### config.mk
export PLATFORM = sky130hd
export DESIGN_NAME = sfr_bank1
export DESIGN_NICKNAME = d
export VERILOG_FILES = /design/src/include/sfr_bank1_pkg.sv /design/src/verilog/data_ram.sv /design/src/verilog/sfr_bank1.sv
export SDC_FILE = /design/constraint.sdc
export NUM_CORES = 1
export LEC_CHECK = 0
export ABC_AREA = 1
export BUFFER_PORTS_ARGS = -buffer_cell sky130_fd_sc_hd__buf_4
export CELL_PAD_IN_SITES_DETAIL_PLACEMENT = 1
export CELL_PAD_IN_SITES_GLOBAL_PLACEMENT = 2
export CORE_ASPECT_RATIO = 1.75
export CORE_MARGIN = 3
export CORE_UTILIZATION = 46
export DETAILED_ROUTE_END_ITERATION = 8
export PLACE_DENSITY_LB_ADDON = 0.1
export SKIP_CTS_REPAIR_TIMING = 1
export SLEW_MARGIN = 20
export SYNTH_ARGS = -nofsm -noshare
export SYNTH_HDL_FRONTEND = slang
export SYNTH_SLANG_ARGS = --single-unit
### constraint.sdc
create_clock -name ref_clk -period 8.8 [get_ports ref_clk]
set_input_delay 1.76 -clock ref_clk [delete_from_list [all_inputs] [get_ports ref_clk]]
set_output_delay 1.76 -clock ref_clk [all_outputs]
set_load 0.02 [all_outputs]
### src/include/sfr_bank1_pkg.sv
// Package for the second special function register bank of the core.
// Assumes byte-wide registers and an 8-bit register address from the core.
package sfr_bank1_pkg;

  // Register addresses in the second bank.
  localparam logic [7:0] ADDR_INDIRECT = 8'h80;
  localparam logic [7:0] ADDR_OPTION = 8'h81;
  localparam logic [7:0] ADDR_PC_LOW = 8'h82;
  localparam logic [7:0] ADDR_STATUS = 8'h83;
  localparam logic [7:0] ADDR_POINTER = 8'h84;
  localparam logic [7:0] ADDR_DIR_A = 8'h85;
  localparam logic [7:0] ADDR_DIR_B = 8'h86;
  localparam logic [7:0] ADDR_DIR_C = 8'h87;
  localparam logic [7:0] ADDR_DIR_D = 8'h88;
  localparam logic [7:0] ADDR_DIR_E = 8'h89;
  localparam logic [7:0] ADDR_PC_LATCH = 8'h8a;
  localparam logic [7:0] ADDR_INT_CTRL = 8'h8b;
  localparam logic [7:0] ADDR_PERIPH_EN = 8'h8c;
  localparam logic [7:0] ADDR_RESET_CAUSE = 8'h8e;
  localparam logic [7:0] ADDR_T2_PERIOD = 8'h92;
  localparam logic [7:0] ADDR_SER_ADDR = 8'h93;
  localparam logic [7:0] ADDR_SER_STATUS = 8'h94;
  // Bank select bit of the address; cleared it gives the mirror address.
  localparam int BANK_BIT = 7;

  // Implemented bit masks.
  localparam logic [7:0] MASK_DIR_A = 8'h3f;
  localparam logic [7:0] MASK_DIR_E = 8'h17;
  localparam logic [7:0] MASK_PC_LATCH = 8'h1f;
  localparam logic [7:0] MASK_PERIPH_EN = 8'hcf;
  localparam logic [7:0] MASK_RESET_CAUSE = 8'h03;
  localparam logic [7:0] MASK_SER_STATUS = 8'h3f;

  // Reset values.
  localparam logic [7:0] RST_OPTION = 8'hff;
  localparam logic [7:0] RST_PC_LOW = 8'h00;
  localparam logic [7:0] RST_STATUS = 8'h18;
  localparam logic [7:0] RST_DIR_A = 8'h3f;
  localparam logic [7:0] RST_DIR_BCD = 8'hff;
  localparam logic [7:0] RST_DIR_E = 8'h07;
  localparam logic [7:0] RST_PC_LATCH = 8'h00;
  localparam logic [7:0] RST_INT_CTRL = 8'h00;
  localparam logic [7:0] RST_PERIPH_EN = 8'h00;
  localparam logic [7:0] RST_T2_PERIOD = 8'hff;
  localparam logic [7:0] RST_SER_ADDR = 8'h00;
  localparam logic [7:0] RST_SER_STATUS = 8'h00;
  localparam logic [7:0] READ_ZERO = 8'h00;

  // Field positions.
  localparam int ST_TIMEOUT = 4;
  localparam int ST_POWERDOWN = 3;
  localparam int DIR_E_PSP_MODE = 4;
  localparam int DIR_E_OVERFLOW = 5;
  localparam int CAUSE_POWER_ON = 1;
  localparam int CAUSE_BROWNOUT = 0;
  localparam int INT_EDGE_FLAG = 0;
  localparam int PC_WIDTH = 13;
  localparam int PC_LOW_WIDTH = 8;
  localparam int TARGET_WIDTH = 11;

  // Register selected by a core address.
  typedef enum logic [4:0] {
    SEL_NONE, SEL_INDIRECT, SEL_OPTION, SEL_PC_LOW, SEL_STATUS,
    SEL_POINTER, SEL_DIR_A, SEL_DIR_B, SEL_DIR_C, SEL_DIR_D, SEL_DIR_E,
    SEL_PC_LATCH, SEL_INT_CTRL, SEL_PERIPH_EN, SEL_RESET_CAUSE,
    SEL_T2_PERIOD, SEL_SER_ADDR, SEL_SER_STATUS
  } reg_sel_t;

  // Configuration handed to the peripherals.
  typedef struct packed {
    logic [7:0] option;
    logic [7:0] status;
    logic [7:0] int_ctrl;
    logic [7:0] periph_en;
    logic [7:0] dir_a;
    logic [7:0] dir_b;
    logic [7:0] dir_c;
    logic [7:0] dir_d;
    logic [7:0] dir_e;
    logic [7:0] t2_period;
    logic [7:0] ser_addr;
  } sfr_config_t;

  // Parallel slave port status from the port logic.
  typedef struct packed {
    logic in_full;
    logic out_full;
    logic overflow_evt;
  } psp_status_t;

endpackage

### src/verilog/data_ram.sv
// General purpose data memory reached through the indirect access port.
// Assumes writes are single-cycle strobes on the core clock.
`timescale 1ns/10ps
module data_ram
  import sfr_bank1_pkg::*;
#(
  parameter int ADDR_W = 7
) (
  input wire logic ref_clk,
  input wire logic wr_en,
  input wire logic [ADDR_W-1:0] index,
  input wire logic [7:0] wdata,
  output logic [7:0] rdata
);

  // Refuse sizes the 8-bit pointer cannot reach.
  initial begin
    if (ADDR_W < 1 || ADDR_W > 8) begin
      $error("data_ram: ADDR_W must be 1 to 8");
    end
  end

  logic [7:0] mem_ff [2**ADDR_W];

  // Stores a byte on a write strobe; contents are unknown after power-up.
  always_ff @(posedge ref_clk) begin
    if (wr_en) begin
      mem_ff[index] <= wdata;
    end
  end

  // Reads the addressed byte without delay.
  assign rdata = mem_ff[index];

endmodule

### src/verilog/sfr_bank1.sv
// Second bank of the special function register file with its mirrors.
// Assumes all inputs are synchronous to ref_clk and the core issues at most
// one register strobe per cycle; rst is the power-on reset.
`timescale 1ns/10ps

// How it works
// - Unmapped addresses and unimplemented bits read back as zero.
// - Pointer, port, counter low, status, latch, interrupt regs mirror in banks.
// - Upper program counter has no address; only the latch reaches it.
// - The latch supplies counter bits twelve to eight on low-byte writes, twelve and eleven on jumps.
// - Pin or watchdog reset applies the other column, keeping unchanged fields.
// - Unknown bits start at zero, unchanged keep value, conditional follow cause.
module sfr_bank1
  import sfr_bank1_pkg::*;
#(
  parameter int RAM_ADDR_W = 7
) (
  input wire logic ref_clk,
  input wire logic rst,
  input wire logic brownout_rst,
  input wire logic external_reset_pin,
  input wire logic watchdog_rst,
  input wire logic [7:0] reg_addr,
  input wire logic [7:0] reg_wdata,
  input wire logic reg_wr,
  input wire logic reg_rd,
  output logic [7:0] reg_rdata,
  input wire logic core_pc_inc,
  input wire logic core_pc_load,
  input wire logic [TARGET_WIDTH-1:0] core_pc_target,
  input wire psp_status_t psp_status,
  input wire logic [5:0] serial_status,
  output sfr_config_t sfr_config,
  output logic [PC_WIDTH-1:0] pc_value
);

  // Refuse memory sizes the pointer cannot index.
  initial begin
    if (RAM_ADDR_W < 1 || RAM_ADDR_W > 8) begin
      $error("sfr_bank1: RAM_ADDR_W must be 1 to 8");
    end
  end

  // Maps a core address onto a register; mirrored ones ignore the bank bit.
  function automatic reg_sel_t decode(input logic [7:0] addr);
    logic [7:0] hi;
    hi = addr | (8'h01 << BANK_BIT);
    decode = SEL_NONE;
    if (hi == ADDR_INDIRECT) begin
      decode = SEL_INDIRECT;
    end else if (hi == ADDR_PC_LOW) begin
      decode = SEL_PC_LOW;
    end else if (hi == ADDR_STATUS) begin
      decode = SEL_STATUS;
    end else if (hi == ADDR_POINTER) begin
      decode = SEL_POINTER;
    end else if (hi == ADDR_PC_LATCH) begin
      decode = SEL_PC_LATCH;
    end else if (hi == ADDR_INT_CTRL) begin
      decode = SEL_INT_CTRL;
    end else if (addr == ADDR_OPTION) begin
      decode = SEL_OPTION;
    end else if (addr == ADDR_DIR_A) begin
      decode = SEL_DIR_A;
    end else if (addr == ADDR_DIR_B) begin
      decode = SEL_DIR_B;
    end else if (addr == ADDR_DIR_C) begin
      decode = SEL_DIR_C;
    end else if (addr == ADDR_DIR_D) begin
      decode = SEL_DIR_D;
    end else if (addr == ADDR_DIR_E) begin
      decode = SEL_DIR_E;
    end else if (addr == ADDR_PERIPH_EN) begin
      decode = SEL_PERIPH_EN;
    end else if (addr == ADDR_RESET_CAUSE) begin
      decode = SEL_RESET_CAUSE;
    end else if (addr == ADDR_T2_PERIOD) begin
      decode = SEL_T2_PERIOD;
    end else if (addr == ADDR_SER_ADDR) begin
      decode = SEL_SER_ADDR;
    end else if (addr == ADDR_SER_STATUS) begin
      decode = SEL_SER_STATUS;
    end
  endfunction

  logic [7:0] option_ff;
  logic [7:0] status_ff;
  logic [7:0] pointer_ff;
  logic [7:0] dir_a_ff;
  logic [7:0] dir_b_ff;
  logic [7:0] dir_c_ff;
  logic [7:0] dir_d_ff;
  logic [7:0] dir_e_ff;
  logic [7:0] pc_latch_ff;
  logic [7:0] int_ctrl_ff;
  logic [7:0] periph_en_ff;
  logic [7:0] cause_ff;
  logic [7:0] t2_period_ff;
  logic [7:0] ser_addr_ff;
  logic [7:0] ser_status_ff;
  logic [PC_WIDTH-1:0] pc_ff;
  logic [7:0] reg_rdata_ff;
  logic [7:0] nxt_rdata;
  logic [7:0] ram_rdata;
  logic ram_wr;
  logic pointer_self;
  logic full_rst;
  logic other_rst;
  reg_sel_t wr_sel;

  // Brown-out takes the power-up column; pin and watchdog the other one.
  assign full_rst = brownout_rst;
  assign other_rst = external_reset_pin | watchdog_rst;
  assign wr_sel = decode(reg_addr);

  // Indirect redirect; a pointer at the port itself reaches nothing.
  assign pointer_self = decode(pointer_ff) == SEL_INDIRECT;
  assign ram_wr = reg_wr && wr_sel == SEL_INDIRECT && !pointer_self
    && !full_rst && !other_rst;

  data_ram #(
    .ADDR_W(RAM_ADDR_W)
  ) u_data_ram (
    .ref_clk(ref_clk),
    .wr_en(ram_wr),
    .index(pointer_ff[RAM_ADDR_W-1:0]),
    .wdata(reg_wdata),
    .rdata(ram_rdata)
  );

  // Option register: all ones after every reset.
  always_ff @(posedge ref_clk or posedge rst) begin
    if (rst) begin
      option_ff <= RST_OPTION;
    end else if (full_rst || other_rst) begin
      option_ff <= RST_OPTION;
    end else if (reg_wr && wr_sel == SEL_OPTION) begin
      option_ff <= reg_wdata;
    end
  end

  // Status register: bank selects clear, flags unknown start at zero.
  always_ff @(posedge ref_clk or posedge rst) begin
    if (rst) begin
      status_ff <= RST_STATUS;
    end else if (full_rst) begin
      status_ff <= {RST_STATUS[7:3], status_ff[2:0]};
    end else if (other_rst) begin
      status_ff[7:5] <= 3'h0;
      if (watchdog_rst) begin
        status_ff[ST_TIMEOUT] <= 1'b0;
      end
    end else if (reg_wr && wr_sel == SEL_STATUS) begin
      // Time-out and power-down flags are not writable by software.
      status_ff[7:5] <= reg_wdata[7:5];
      status_ff[2:0] <= reg_wdata[2:0];
    end
  end

  // Indirect pointer: unknown at power-up, kept over other resets.
  always_ff @(posedge ref_clk or posedge rst) begin
    if (rst) begin
      pointer_ff <= 8'h00;
    end else if (reg_wr && wr_sel == SEL_POINTER && !full_rst
                 && !other_rst) begin
      pointer_ff <= reg_wdata;
    end
  end

  // Port direction registers: inputs after every reset.
  always_ff @(posedge ref_clk or posedge rst) begin
    if (rst) begin
      dir_a_ff <= RST_DIR_A;
      dir_b_ff <= RST_DIR_BCD;
      dir_c_ff <= RST_DIR_BCD;
      dir_d_ff <= RST_DIR_BCD;
    end else if (full_rst || other_rst) begin
      dir_a_ff <= RST_DIR_A;
      dir_b_ff <= RST_DIR_BCD;
      dir_c_ff <= RST_DIR_BCD;
      dir_d_ff <= RST_DIR_BCD;
    end else if (reg_wr) begin
      if (wr_sel == SEL_DIR_A) begin
        dir_a_ff <= reg_wdata & MASK_DIR_A;
      end
      if (wr_sel == SEL_DIR_B) begin
        dir_b_ff <= reg_wdata;
      end
      if (wr_sel == SEL_DIR_C) begin
        dir_c_ff <= reg_wdata;
      end
      if (wr_sel == SEL_DIR_D) begin
        dir_d_ff <= reg_wdata;
      end
    end
  end

  // Port E direction with parallel port status; overflow is sticky.
  always_ff @(posedge ref_clk or posedge rst) begin
    if (rst) begin
      dir_e_ff <= RST_DIR_E;
    end else if (full_rst || other_rst) begin
      dir_e_ff <= RST_DIR_E;
    end else begin
      if (reg_wr && wr_sel == SEL_DIR_E) begin
        dir_e_ff <= reg_wdata & MASK_DIR_E;
      end
      // An overflow arriving with a clearing write still sets the flag.
      if (psp_status.overflow_evt) begin
        dir_e_ff[DIR_E_OVERFLOW] <= 1'b1;
      end else if (reg_wr && wr_sel == SEL_DIR_E) begin
        dir_e_ff[DIR_E_OVERFLOW] <= reg_wdata[DIR_E_OVERFLOW];
      end
    end
  end

  // Counter high latch: the only way to the upper counter bits.
  always_ff @(posedge ref_clk or posedge rst) begin
    if (rst) begin
      pc_latch_ff <= RST_PC_LATCH;
    end else if (full_rst || other_rst) begin
      pc_latch_ff <= RST_PC_LATCH;
    end else if (reg_wr && wr_sel == SEL_PC_LATCH) begin
      pc_latch_ff <= reg_wdata & MASK_PC_LATCH;
    end
  end

  // Program counter: reset to zero, written low byte, jumps or increments.
  always_ff @(posedge ref_clk or posedge rst) begin
    if (rst) begin
      pc_ff <= '0;
    end else if (full_rst || other_rst) begin
      pc_ff <= '0;
    end else if (reg_wr && wr_sel == SEL_PC_LOW) begin
      // Latch fills bits twelve to eight.
      pc_ff <= {pc_latch_ff[PC_WIDTH-PC_LOW_WIDTH-1:0], reg_wdata};
    end else if (core_pc_load) begin
      // Latch fills bits above the target.
      pc_ff <= {pc_latch_ff[PC_WIDTH-PC_LOW_WIDTH-1:TARGET_WIDTH-PC_LOW_WIDTH],
                core_pc_target};
    end else if (core_pc_inc) begin
      pc_ff <= pc_ff + 13'h0001;
    end
  end

  // Interrupt control: cleared, except the change flag kept on other resets.
  always_ff @(posedge ref_clk or posedge rst) begin
    if (rst) begin
      int_ctrl_ff <= RST_INT_CTRL;
    end else if (full_rst) begin
      int_ctrl_ff <= RST_INT_CTRL;
    end else if (other_rst) begin
      int_ctrl_ff <= {7'h00, int_ctrl_ff[INT_EDGE_FLAG]};
    end else if (reg_wr && wr_sel == SEL_INT_CTRL) begin
      int_ctrl_ff <= reg_wdata;
    end
  end

  // Peripheral interrupt enables, timer period and serial address.
  always_ff @(posedge ref_clk or posedge rst) begin
    if (rst) begin
      periph_en_ff <= RST_PERIPH_EN;
      t2_period_ff <= RST_T2_PERIOD;
      ser_addr_ff <= RST_SER_ADDR;
    end else if (full_rst || other_rst) begin
      periph_en_ff <= RST_PERIPH_EN;
      t2_period_ff <= RST_T2_PERIOD;
      ser_addr_ff <= RST_SER_ADDR;
    end else if (reg_wr) begin
      // Bit six is stored as written; software keeps it zero.
      if (wr_sel == SEL_PERIPH_EN) begin
        periph_en_ff <= reg_wdata & MASK_PERIPH_EN;
      end
      if (wr_sel == SEL_T2_PERIOD) begin
        t2_period_ff <= reg_wdata;
      end
      if (wr_sel == SEL_SER_ADDR) begin
        ser_addr_ff <= reg_wdata;
      end
    end
  end

  // Reset cause flags: power-on clears both flags, brown-out clears its own flag.
  always_ff @(posedge ref_clk or posedge rst) begin
    if (rst) begin
      cause_ff <= 8'h00;
    end else if (full_rst) begin
      cause_ff[CAUSE_BROWNOUT] <= 1'b0;
    end else if (other_rst) begin
      cause_ff <= cause_ff;
    end else if (reg_wr && wr_sel == SEL_RESET_CAUSE) begin
      cause_ff <= reg_wdata & MASK_RESET_CAUSE;
    end
  end

  // Serial port status mirrors the port's own flags.
  always_ff @(posedge ref_clk or posedge rst) begin
    if (rst) begin
      ser_status_ff <= RST_SER_STATUS;
    end else if (full_rst || other_rst) begin
      ser_status_ff <= RST_SER_STATUS;
    end else begin
      ser_status_ff <= {2'h0, serial_status} & MASK_SER_STATUS;
    end
  end

  // Read multiplexer; parallel port full flags come straight from the port.
  always_comb begin
    nxt_rdata = READ_ZERO;
    case (wr_sel)
      SEL_INDIRECT: nxt_rdata = pointer_self ? READ_ZERO : ram_rdata;
      SEL_OPTION: nxt_rdata = option_ff;
      SEL_PC_LOW: nxt_rdata = pc_ff[PC_LOW_WIDTH-1:0];
      SEL_STATUS: nxt_rdata = status_ff;
      SEL_POINTER: nxt_rdata = pointer_ff;
      SEL_DIR_A: nxt_rdata = dir_a_ff;
      SEL_DIR_B: nxt_rdata = dir_b_ff;
      SEL_DIR_C: nxt_rdata = dir_c_ff;
      SEL_DIR_D: nxt_rdata = dir_d_ff;
      SEL_DIR_E: nxt_rdata = {psp_status.in_full, psp_status.out_full,
                              dir_e_ff[5:0]};
      SEL_PC_LATCH: nxt_rdata = pc_latch_ff;
      SEL_INT_CTRL: nxt_rdata = int_ctrl_ff;
      SEL_PERIPH_EN: nxt_rdata = periph_en_ff;
      SEL_RESET_CAUSE: nxt_rdata = cause_ff;
      SEL_T2_PERIOD: nxt_rdata = t2_period_ff;
      SEL_SER_ADDR: nxt_rdata = ser_addr_ff;
      SEL_SER_STATUS: nxt_rdata = ser_status_ff;
      default: nxt_rdata = READ_ZERO;
    endcase
  end

  // Read data stands for exactly the cycle after the strobe.
  always_ff @(posedge ref_clk or posedge rst) begin
    if (rst) begin
      reg_rdata_ff <= READ_ZERO;
    end else if (reg_rd) begin
      reg_rdata_ff <= nxt_rdata;
    end else begin
      reg_rdata_ff <= READ_ZERO;
    end
  end

  // Outputs, all straight from registers.
  assign reg_rdata = reg_rdata_ff;
  assign pc_value = pc_ff;
  assign sfr_config = '{option: option_ff, status: status_ff,
    int_ctrl: int_ctrl_ff, periph_en: periph_en_ff, dir_a: dir_a_ff,
    dir_b: dir_b_ff, dir_c: dir_c_ff, dir_d: dir_d_ff, dir_e: dir_e_ff,
    t2_period: t2_period_ff, ser_addr: ser_addr_ff};

endmodule

# After elaboration in Yosys (flattened, before gate mapping)
# Memory sizes are Yosys's and may differ from the RTL's.
# Cells that the tools add are included.
# classes
reduce_logical	51
bitwise	3
eq_ne	51
mux	84
add_sub_neg	1
# op_table
op	count
$mux 8	32
$eq 8x8->1 const B	22
$mux 5	34
$pmux 8 s17	1
$mux 13	4
$eq 5x4->1 const B	8
$reduce_bool 2->1	15
$eq 7x2->1 const B	4
$eq 7x4->1 const B	4
$eq 5x3->1 const B	4
$reduce_and 2->1	10
$eq 7x3->1 const B	2
$logic_and 1x1->1	14
$logic_not 7->1	2
$add 13x1->13 const B	1
$eq 5x1->1 const B	2
$eq 5x2->1 const B	2
$eq 5x5->1 const B	2
$mux 1	9
$reduce_bool 3->1	3
$mux 3	2
$mux 6	1
$reduce_and 3->1	2
$mux 4	1
other kinds (6)	9
# totals
word_cells	213
regBits	134
in_bits	45
n_memories	1
ram_bits	1024
output_inout_bits	109
# memory_table
name	depth	word_bits	read_ports	rd_clocked_by_memory_dff	wr	line_no	source
u_data_ram.mem_ff	128	8	1	0	1	data_ram.sv:23	logic [7:0] mem_ff [2**ADDR_W];

# Longest topological paths before layout
# depth
depth_word	25
ltp_mapped	18
depth_no_buf	15

# Cells and area by module
# From an unflattened synthesis, not the netlist that was laid out.
# hier_totals
cells_unflattened	5274
hier_area_um2	50508.4
# modules_own_cells
module	cells_per_inst	area_each_um2	instances	seq_area_each_um2
data_ram	4394	43815.8	1	30749.5
sfr_bank1	880	6692.7	1	3115.5

# Worst setup path after synthesis
# No wires, ideal clock.
# synth_timing
kind	input to register
start	input port reg_addr[3]
end	memory u_data_ram.mem_ff[71][1], enable pin
path_stages	12
arrival_ns	3.219
t_required_ns	8.430
setup_time_ns	0.370
n_path_buf	1
path_slack_ns	5.211
cell_sequence	inv_1 > nand2_1 > nor3_1 > nand2_1 > nor2_1 > nand2_1 > inv_2 > nand2_1 > inv_2 > nand2_2 > buf_4 > nor2_1
# synth_between
elab_chain_len	25
elab_cells_between_ends	41
classes_between	eq/ne: 17; mux: 19; reduce/logical: 5
# synth_rtl
item	line_no	source
start: declaration	sfr_bank1.sv:23	input wire logic [7:0] reg_addr,
$eq 8x8->1	sfr_bank1.sv:81	end else if (addr == ADDR_SER_STATUS) begin
$mux 5	sfr_bank1.sv:81	
$mux 5	sfr_bank1.sv:79	end else if (addr == ADDR_SER_ADDR) begin
$mux 5	sfr_bank1.sv:77	end else if (addr == ADDR_T2_PERIOD) begin
$mux 5	sfr_bank1.sv:75	end else if (addr == ADDR_RESET_CAUSE) begin
$mux 5	sfr_bank1.sv:73	end else if (addr == ADDR_PERIPH_EN) begin
$mux 5	sfr_bank1.sv:71	end else if (addr == ADDR_DIR_E) begin
$mux 5	sfr_bank1.sv:69	end else if (addr == ADDR_DIR_D) begin
[... 7 more ...]	--	
$mux 5	sfr_bank1.sv:53	end else if (hi == ADDR_STATUS) begin
$mux 5	sfr_bank1.sv:51	end else if (hi == ADDR_PC_LOW) begin
$mux 5 (*)	sfr_bank1.sv:49	if (hi == ADDR_INDIRECT) begin
$eq 5x1->1 (*)	sfr_bank1.sv:118	assign ram_wr = reg_wr && wr_sel == SEL_INDIRECT && !pointer_self
$logic_and 1x1->1 (*) (2 in a row)	sfr_bank1.sv:118	
$logic_and 1x1->1 (*) (2 in a row)	sfr_bank1.sv:119	&& !full_rst && !other_rst;
$mux 1 (*)	data_ram.sv:27	if (wr_en) begin
$mux 1 (not written as such) (*)	data_ram.sv:28	mem_ff[index] <= wdata;
end: declaration	data_ram.sv:23	
# Every way passes the cells marked *; elsewhere a longest branch is shown, timed or not.

# Final worst setup path
# layout_timing
start	register pointer_ff[0]
end	memory u_data_ram.mem_ff[29][2], enable pin
# layout_between
elab_chain_len	25
elab_cells_between_ends	41
classes_between	eq/ne: 17; mux: 19; reduce/logical: 5
# layout_rtl
item	line_no	source
start: declaration	sfr_bank1.sv:88	logic [7:0] pointer_ff;
start signal: assignment	sfr_bank1.sv:166	pointer_ff <= reg_wdata;
$eq 8x8->1	sfr_bank1.sv:81	
$mux 5	sfr_bank1.sv:81	
$mux 5	sfr_bank1.sv:79	
$mux 5	sfr_bank1.sv:77	
$mux 5	sfr_bank1.sv:75	
$mux 5	sfr_bank1.sv:73	
$mux 5	sfr_bank1.sv:71	
$mux 5	sfr_bank1.sv:69	
[... 8 more ...]	--	
$mux 5	sfr_bank1.sv:51	
$mux 5	sfr_bank1.sv:49	
$eq 5x1->1	sfr_bank1.sv:117	assign pointer_self = decode(pointer_ff) == SEL_INDIRECT;
$logic_not 1->1	sfr_bank1.sv:118	
$logic_and 1x1->1	sfr_bank1.sv:118	
$logic_and 1x1->1 (2 in a row)	sfr_bank1.sv:119	
$mux 1	data_ram.sv:27	
$mux 1 (not written as such)	data_ram.sv:28	
# Several ways; a longest one is shown, not always the timed one.

==> impl_metrics.json <==
{
  "leakage_nw": 19.5,
  "cp_cell_sequence": "buf_4, inv_2, nand2_8, nor3_2, nor2_1, nand2_1, inv_2, nand3_2, nor2_1",
  "ctsHtreeMaxLevel": 3,
  "worst_pin_slew_ps": 1150,
  "ys_seq_area_frac": 0.729,
  "yosys_warnings": 0,
  "muxShareOfSynthArea": 0,
  "cts_buffers": 103,
  "vias": 31300,
  "clockBufferDepth": 3,
  "crit_path_start": "pointer_ff[0]",
  "power_density_nw_per_um2": 212,
  "reg2reg_from": "pointer_ff[0]",
  "io_buffers": 145,
  "synth-simple-area-share": 0.171,
  "drtIter0Drc": 2226,
  "cts_tree": "built",
  "slew_headroom": 0.233,
  "hold_path.class": "register to register",
  "grt_pass1_vias": 33400,
  "synthDistinctLibCells": 43,
  "die_h_um": 426,
  "ys.flop_type": "edfxtp_1",
  "avgSynthCellArea_um2": 11.4,
  "rr_endpoint": "u_data_ram.mem_ff[29][2]",
  "drv_cap": 0,
  "cts_sinks": 1146,
  "die-area_um2": 105000,
  "setup-tns-final_ps": 0,
  "cp.arrival_ps": 5320,
  "hold_end": "dir_c_ff[0]",
  "end_kind": "register",
  "rsz0062_at_grt": "no",
  "viasPerCell": 5.59,
  "worstSkewPairLatency_ps": 720,
  "synth_async_sr_flop_share": 0.106,
  "grt_use_total": 0.302,
  "grt_antenna_before_repair": 1,
  "die_w_um": 246,
  "diodes": 0,
  "gp_congestion": 0.956,
  "finalHoldViolCount": 0,
  "synthCells": 4067,
  "slew_viol_final": 0,
  "hold_ws_ps": 519,
  "worstPathRequired_ps": 9150,
  "crit_fanout": 92,
  "cts-root-buf": "clkbuf_16",
  "syn2layout_area_growth_pct": 12.4,
  "hold_depth": 2,
  "fin_skew_ps": 25.5,
  "avgRoutedWirePerCell_um": 28.2,
  "path_class": "register to register",
  "synth_fa_ha_area_frac": 0.000269,
  "drc": 0,
  "netlist_area_um2": 46400,
  "initial_core_util": 0.466,
  "nets": 4239,
  "period_share": 0.565,
  "io_pins": 154,
  "post-route-min-period_ps": 4970,
  "nFillCells": 10400,
  "dp_hpwl_mm": 102,
  "synth.ff_latch_count": 1146,
  "synth_edf_count": 1024,
  "wl_mm": 158,
  "cp_slowest_cell": "nor2_1",
  "critPathTopFamily": "simple AND/OR/NAND/NOR gates",
  "reg2reg_slack_ps": 3830,
  "core-area_um2": 99700,
  "crit_path_start_kind": "register",
  "grt_first_pass_wirelength_mm": 226,
  "first_pass_iters": 5,
  "rows": 153,
  "min_from": "dir_c_ff[0]",
  "cts.clk_slew.worst_paths_ps": 70,
  "fmax_mhz": 201,
  "critPathBufInv": 3,
  "ff2ff_path_depth": 9,
  "grt_overflow": 0,
  "ir_drop_mv": 0.193,
  "synth_compound_area_frac": 0.0627,
  "max_stage_delay_ps": 1040,
  "yosys.area_share.xor_xnor": 0.000754,
  "synth_top_family_by_area": "simple AND/OR/NAND/NOR gates",
  "drive_above_1_share": 0.104,
  "grt_max_degree": 123,
  "drtAntennaViolNets": 0,
  "setup_violations": 0,
  "status": "complete, no violations"
}
-- where the power goes --
group          switching, W  leakage, nW  total (W)  internal (W)
clock               0.00209         1.68    0.00469       0.00260
sequential        0.0000205         10.7    0.00598       0.00595
combinational      0.000327         7.05   0.000417     0.0000903
-- synth_stat cells (2+ instances only) --
cell type / count / share of area
a21oi_1: 58 / 0.0063
a221o_1: 2 / 0.00043
a221oi_1: 2 / 0.00038
buf_1: 7 / 0.00057
buf_2: 90 / 0.0097
buf_4: 42 / 0.0068
buf_6: 4 / 0.00097
clkbuf_1: 39 / 0.0032
clkinv_1: 3 / 0.00024
conb_1: 2 / 0.00016
dfrtp_1: 72 / 0.039
dfstp_2: 50 / 0.028
edfxtp_1: 1024 / 0.66
inv_1: 176 / 0.014
inv_2: 9 / 0.00073
nand2_1: 857 / 0.069
nand2_2: 7 / 0.00094
nand3_1: 70 / 0.0075
nand3_2: 4 / 0.00086
nand4_1: 25 / 0.0034
nor2_1: 1059 / 0.086
nor3_1: 5 / 0.00054
nor4_1: 9 / 0.0012
o211ai_1: 4 / 0.00065
o21ai_0: 175 / 0.019
o21ai_1: 29 / 0.0031
o21bai_1: 4 / 0.00065
o22a_1: 26 / 0.0049
o22ai_1: 196 / 0.026
xor2_1: 4 / 0.00075
-- per-stage QoR --
stage          cell area, um2  total power (W)  setup slack (ps)   util  cells
2_1_floorplan           46500          0.00626              3880      -   4081
4_1_cts                 52200           0.0111              3840  0.523   5597
3_3_place_gp            48700          0.00650              3720  0.488   5405
3_5_place_dp            48700          0.00651              3670  0.488   5405
5_1_grt                 52200           0.0114              3660  0.523   5597
6_report                52200           0.0111              3830  0.523   5597
-- worst reg2reg max path, stage by stage (launching register included) --
cell and delay (ps):
dfrtp_2 360, buf_4 520, inv_2 470, nand2_8 640, nor3_2 160, nor2_1 200
nand2_1 150, inv_2 170, nand3_2 880, nor2_1 1050
-- metal layers --
metal	share of wire	GRT usage	vias to the layer above
met5	0	0	-
met4	0.062	0.168	0
met3	0.046	0.0403	349
met2	0.54	0.568	981
met1	0.35	0.323	15800
li1	-	-	14200
-- state kept, by name, indices dropped and copies added, names as in the netlist, 7 cells and up --
signal and count:
u_data_ram.mem_ff 1024, pc_value 13, dir_b_ff 8, dir_c_ff 8, dir_d_ff 8, int_ctrl_ff 8, option_ff 8, pointer_ff 8
reg_rdata 8, ser_addr_ff 8, t2_period_ff 8, status_ff 7
-- final cells by class --
type	count	area, um2	area share
tap	1317	1650	0.0316
clock buffer	124	2750	0.0527
clock inverter	68	711	0.0136
multi-input combinational	2565	11100	0.212
timing repair buffer	189	1440	0.0277
inverter	188	708	0.0136
sequential	1146	33900	0.649
-- layout by cell type (no fill, tap or decap), types with 19 or more instances in the layout --
cell / n
o21ai_0: 175
clkinv_2: 19
clkbuf_16: 106
nand4_1: 25
edfxtp_1: 1024
o21ai_1: 24
a21oi_1: 57
buf_4: 187
dfrtp_1: 71
o22ai_1: 196
nor2_1: 1055
dfstp_2: 50
o22a_1: 26
inv_1: 175
nand3_1: 69
nand2_1: 857
-- worst max-delay path by stage --
stage	to	slack (ps)	depth (start not counted)
2_1_floorplan	cause_ff[0]	3880	1
3_3_place_gp	u_data_ram.mem_ff[109][5]	3720	9
3_5_place_dp	u_data_ram.mem_ff[84][0]	3670	9
4_1_cts	u_data_ram.mem_ff[84][0]	3840	9
5_1_grt	u_data_ram.mem_ff[29][2]	3660	9
6_report	u_data_ram.mem_ff[29][2]	3830	9
-- cell families (layout without fill, tap and decap cells) --
| group | count (synthesis) | count (layout) |
|---|---|---|
| other | 2 | 16 |
| AND/OR/NAND/NOR | 2042 | 2042 |
| XOR/XNOR | 4 | 4 |
| flip-flops | 1146 | 1146 |
| AO/OA/AOI/OAI | 502 | 502 |
| adder cells (fa/ha/maj) | 1 | 1 |
| buffers and inverters | 370 | 569 |
No activity file was read; power rests on OpenSTA's default activity.
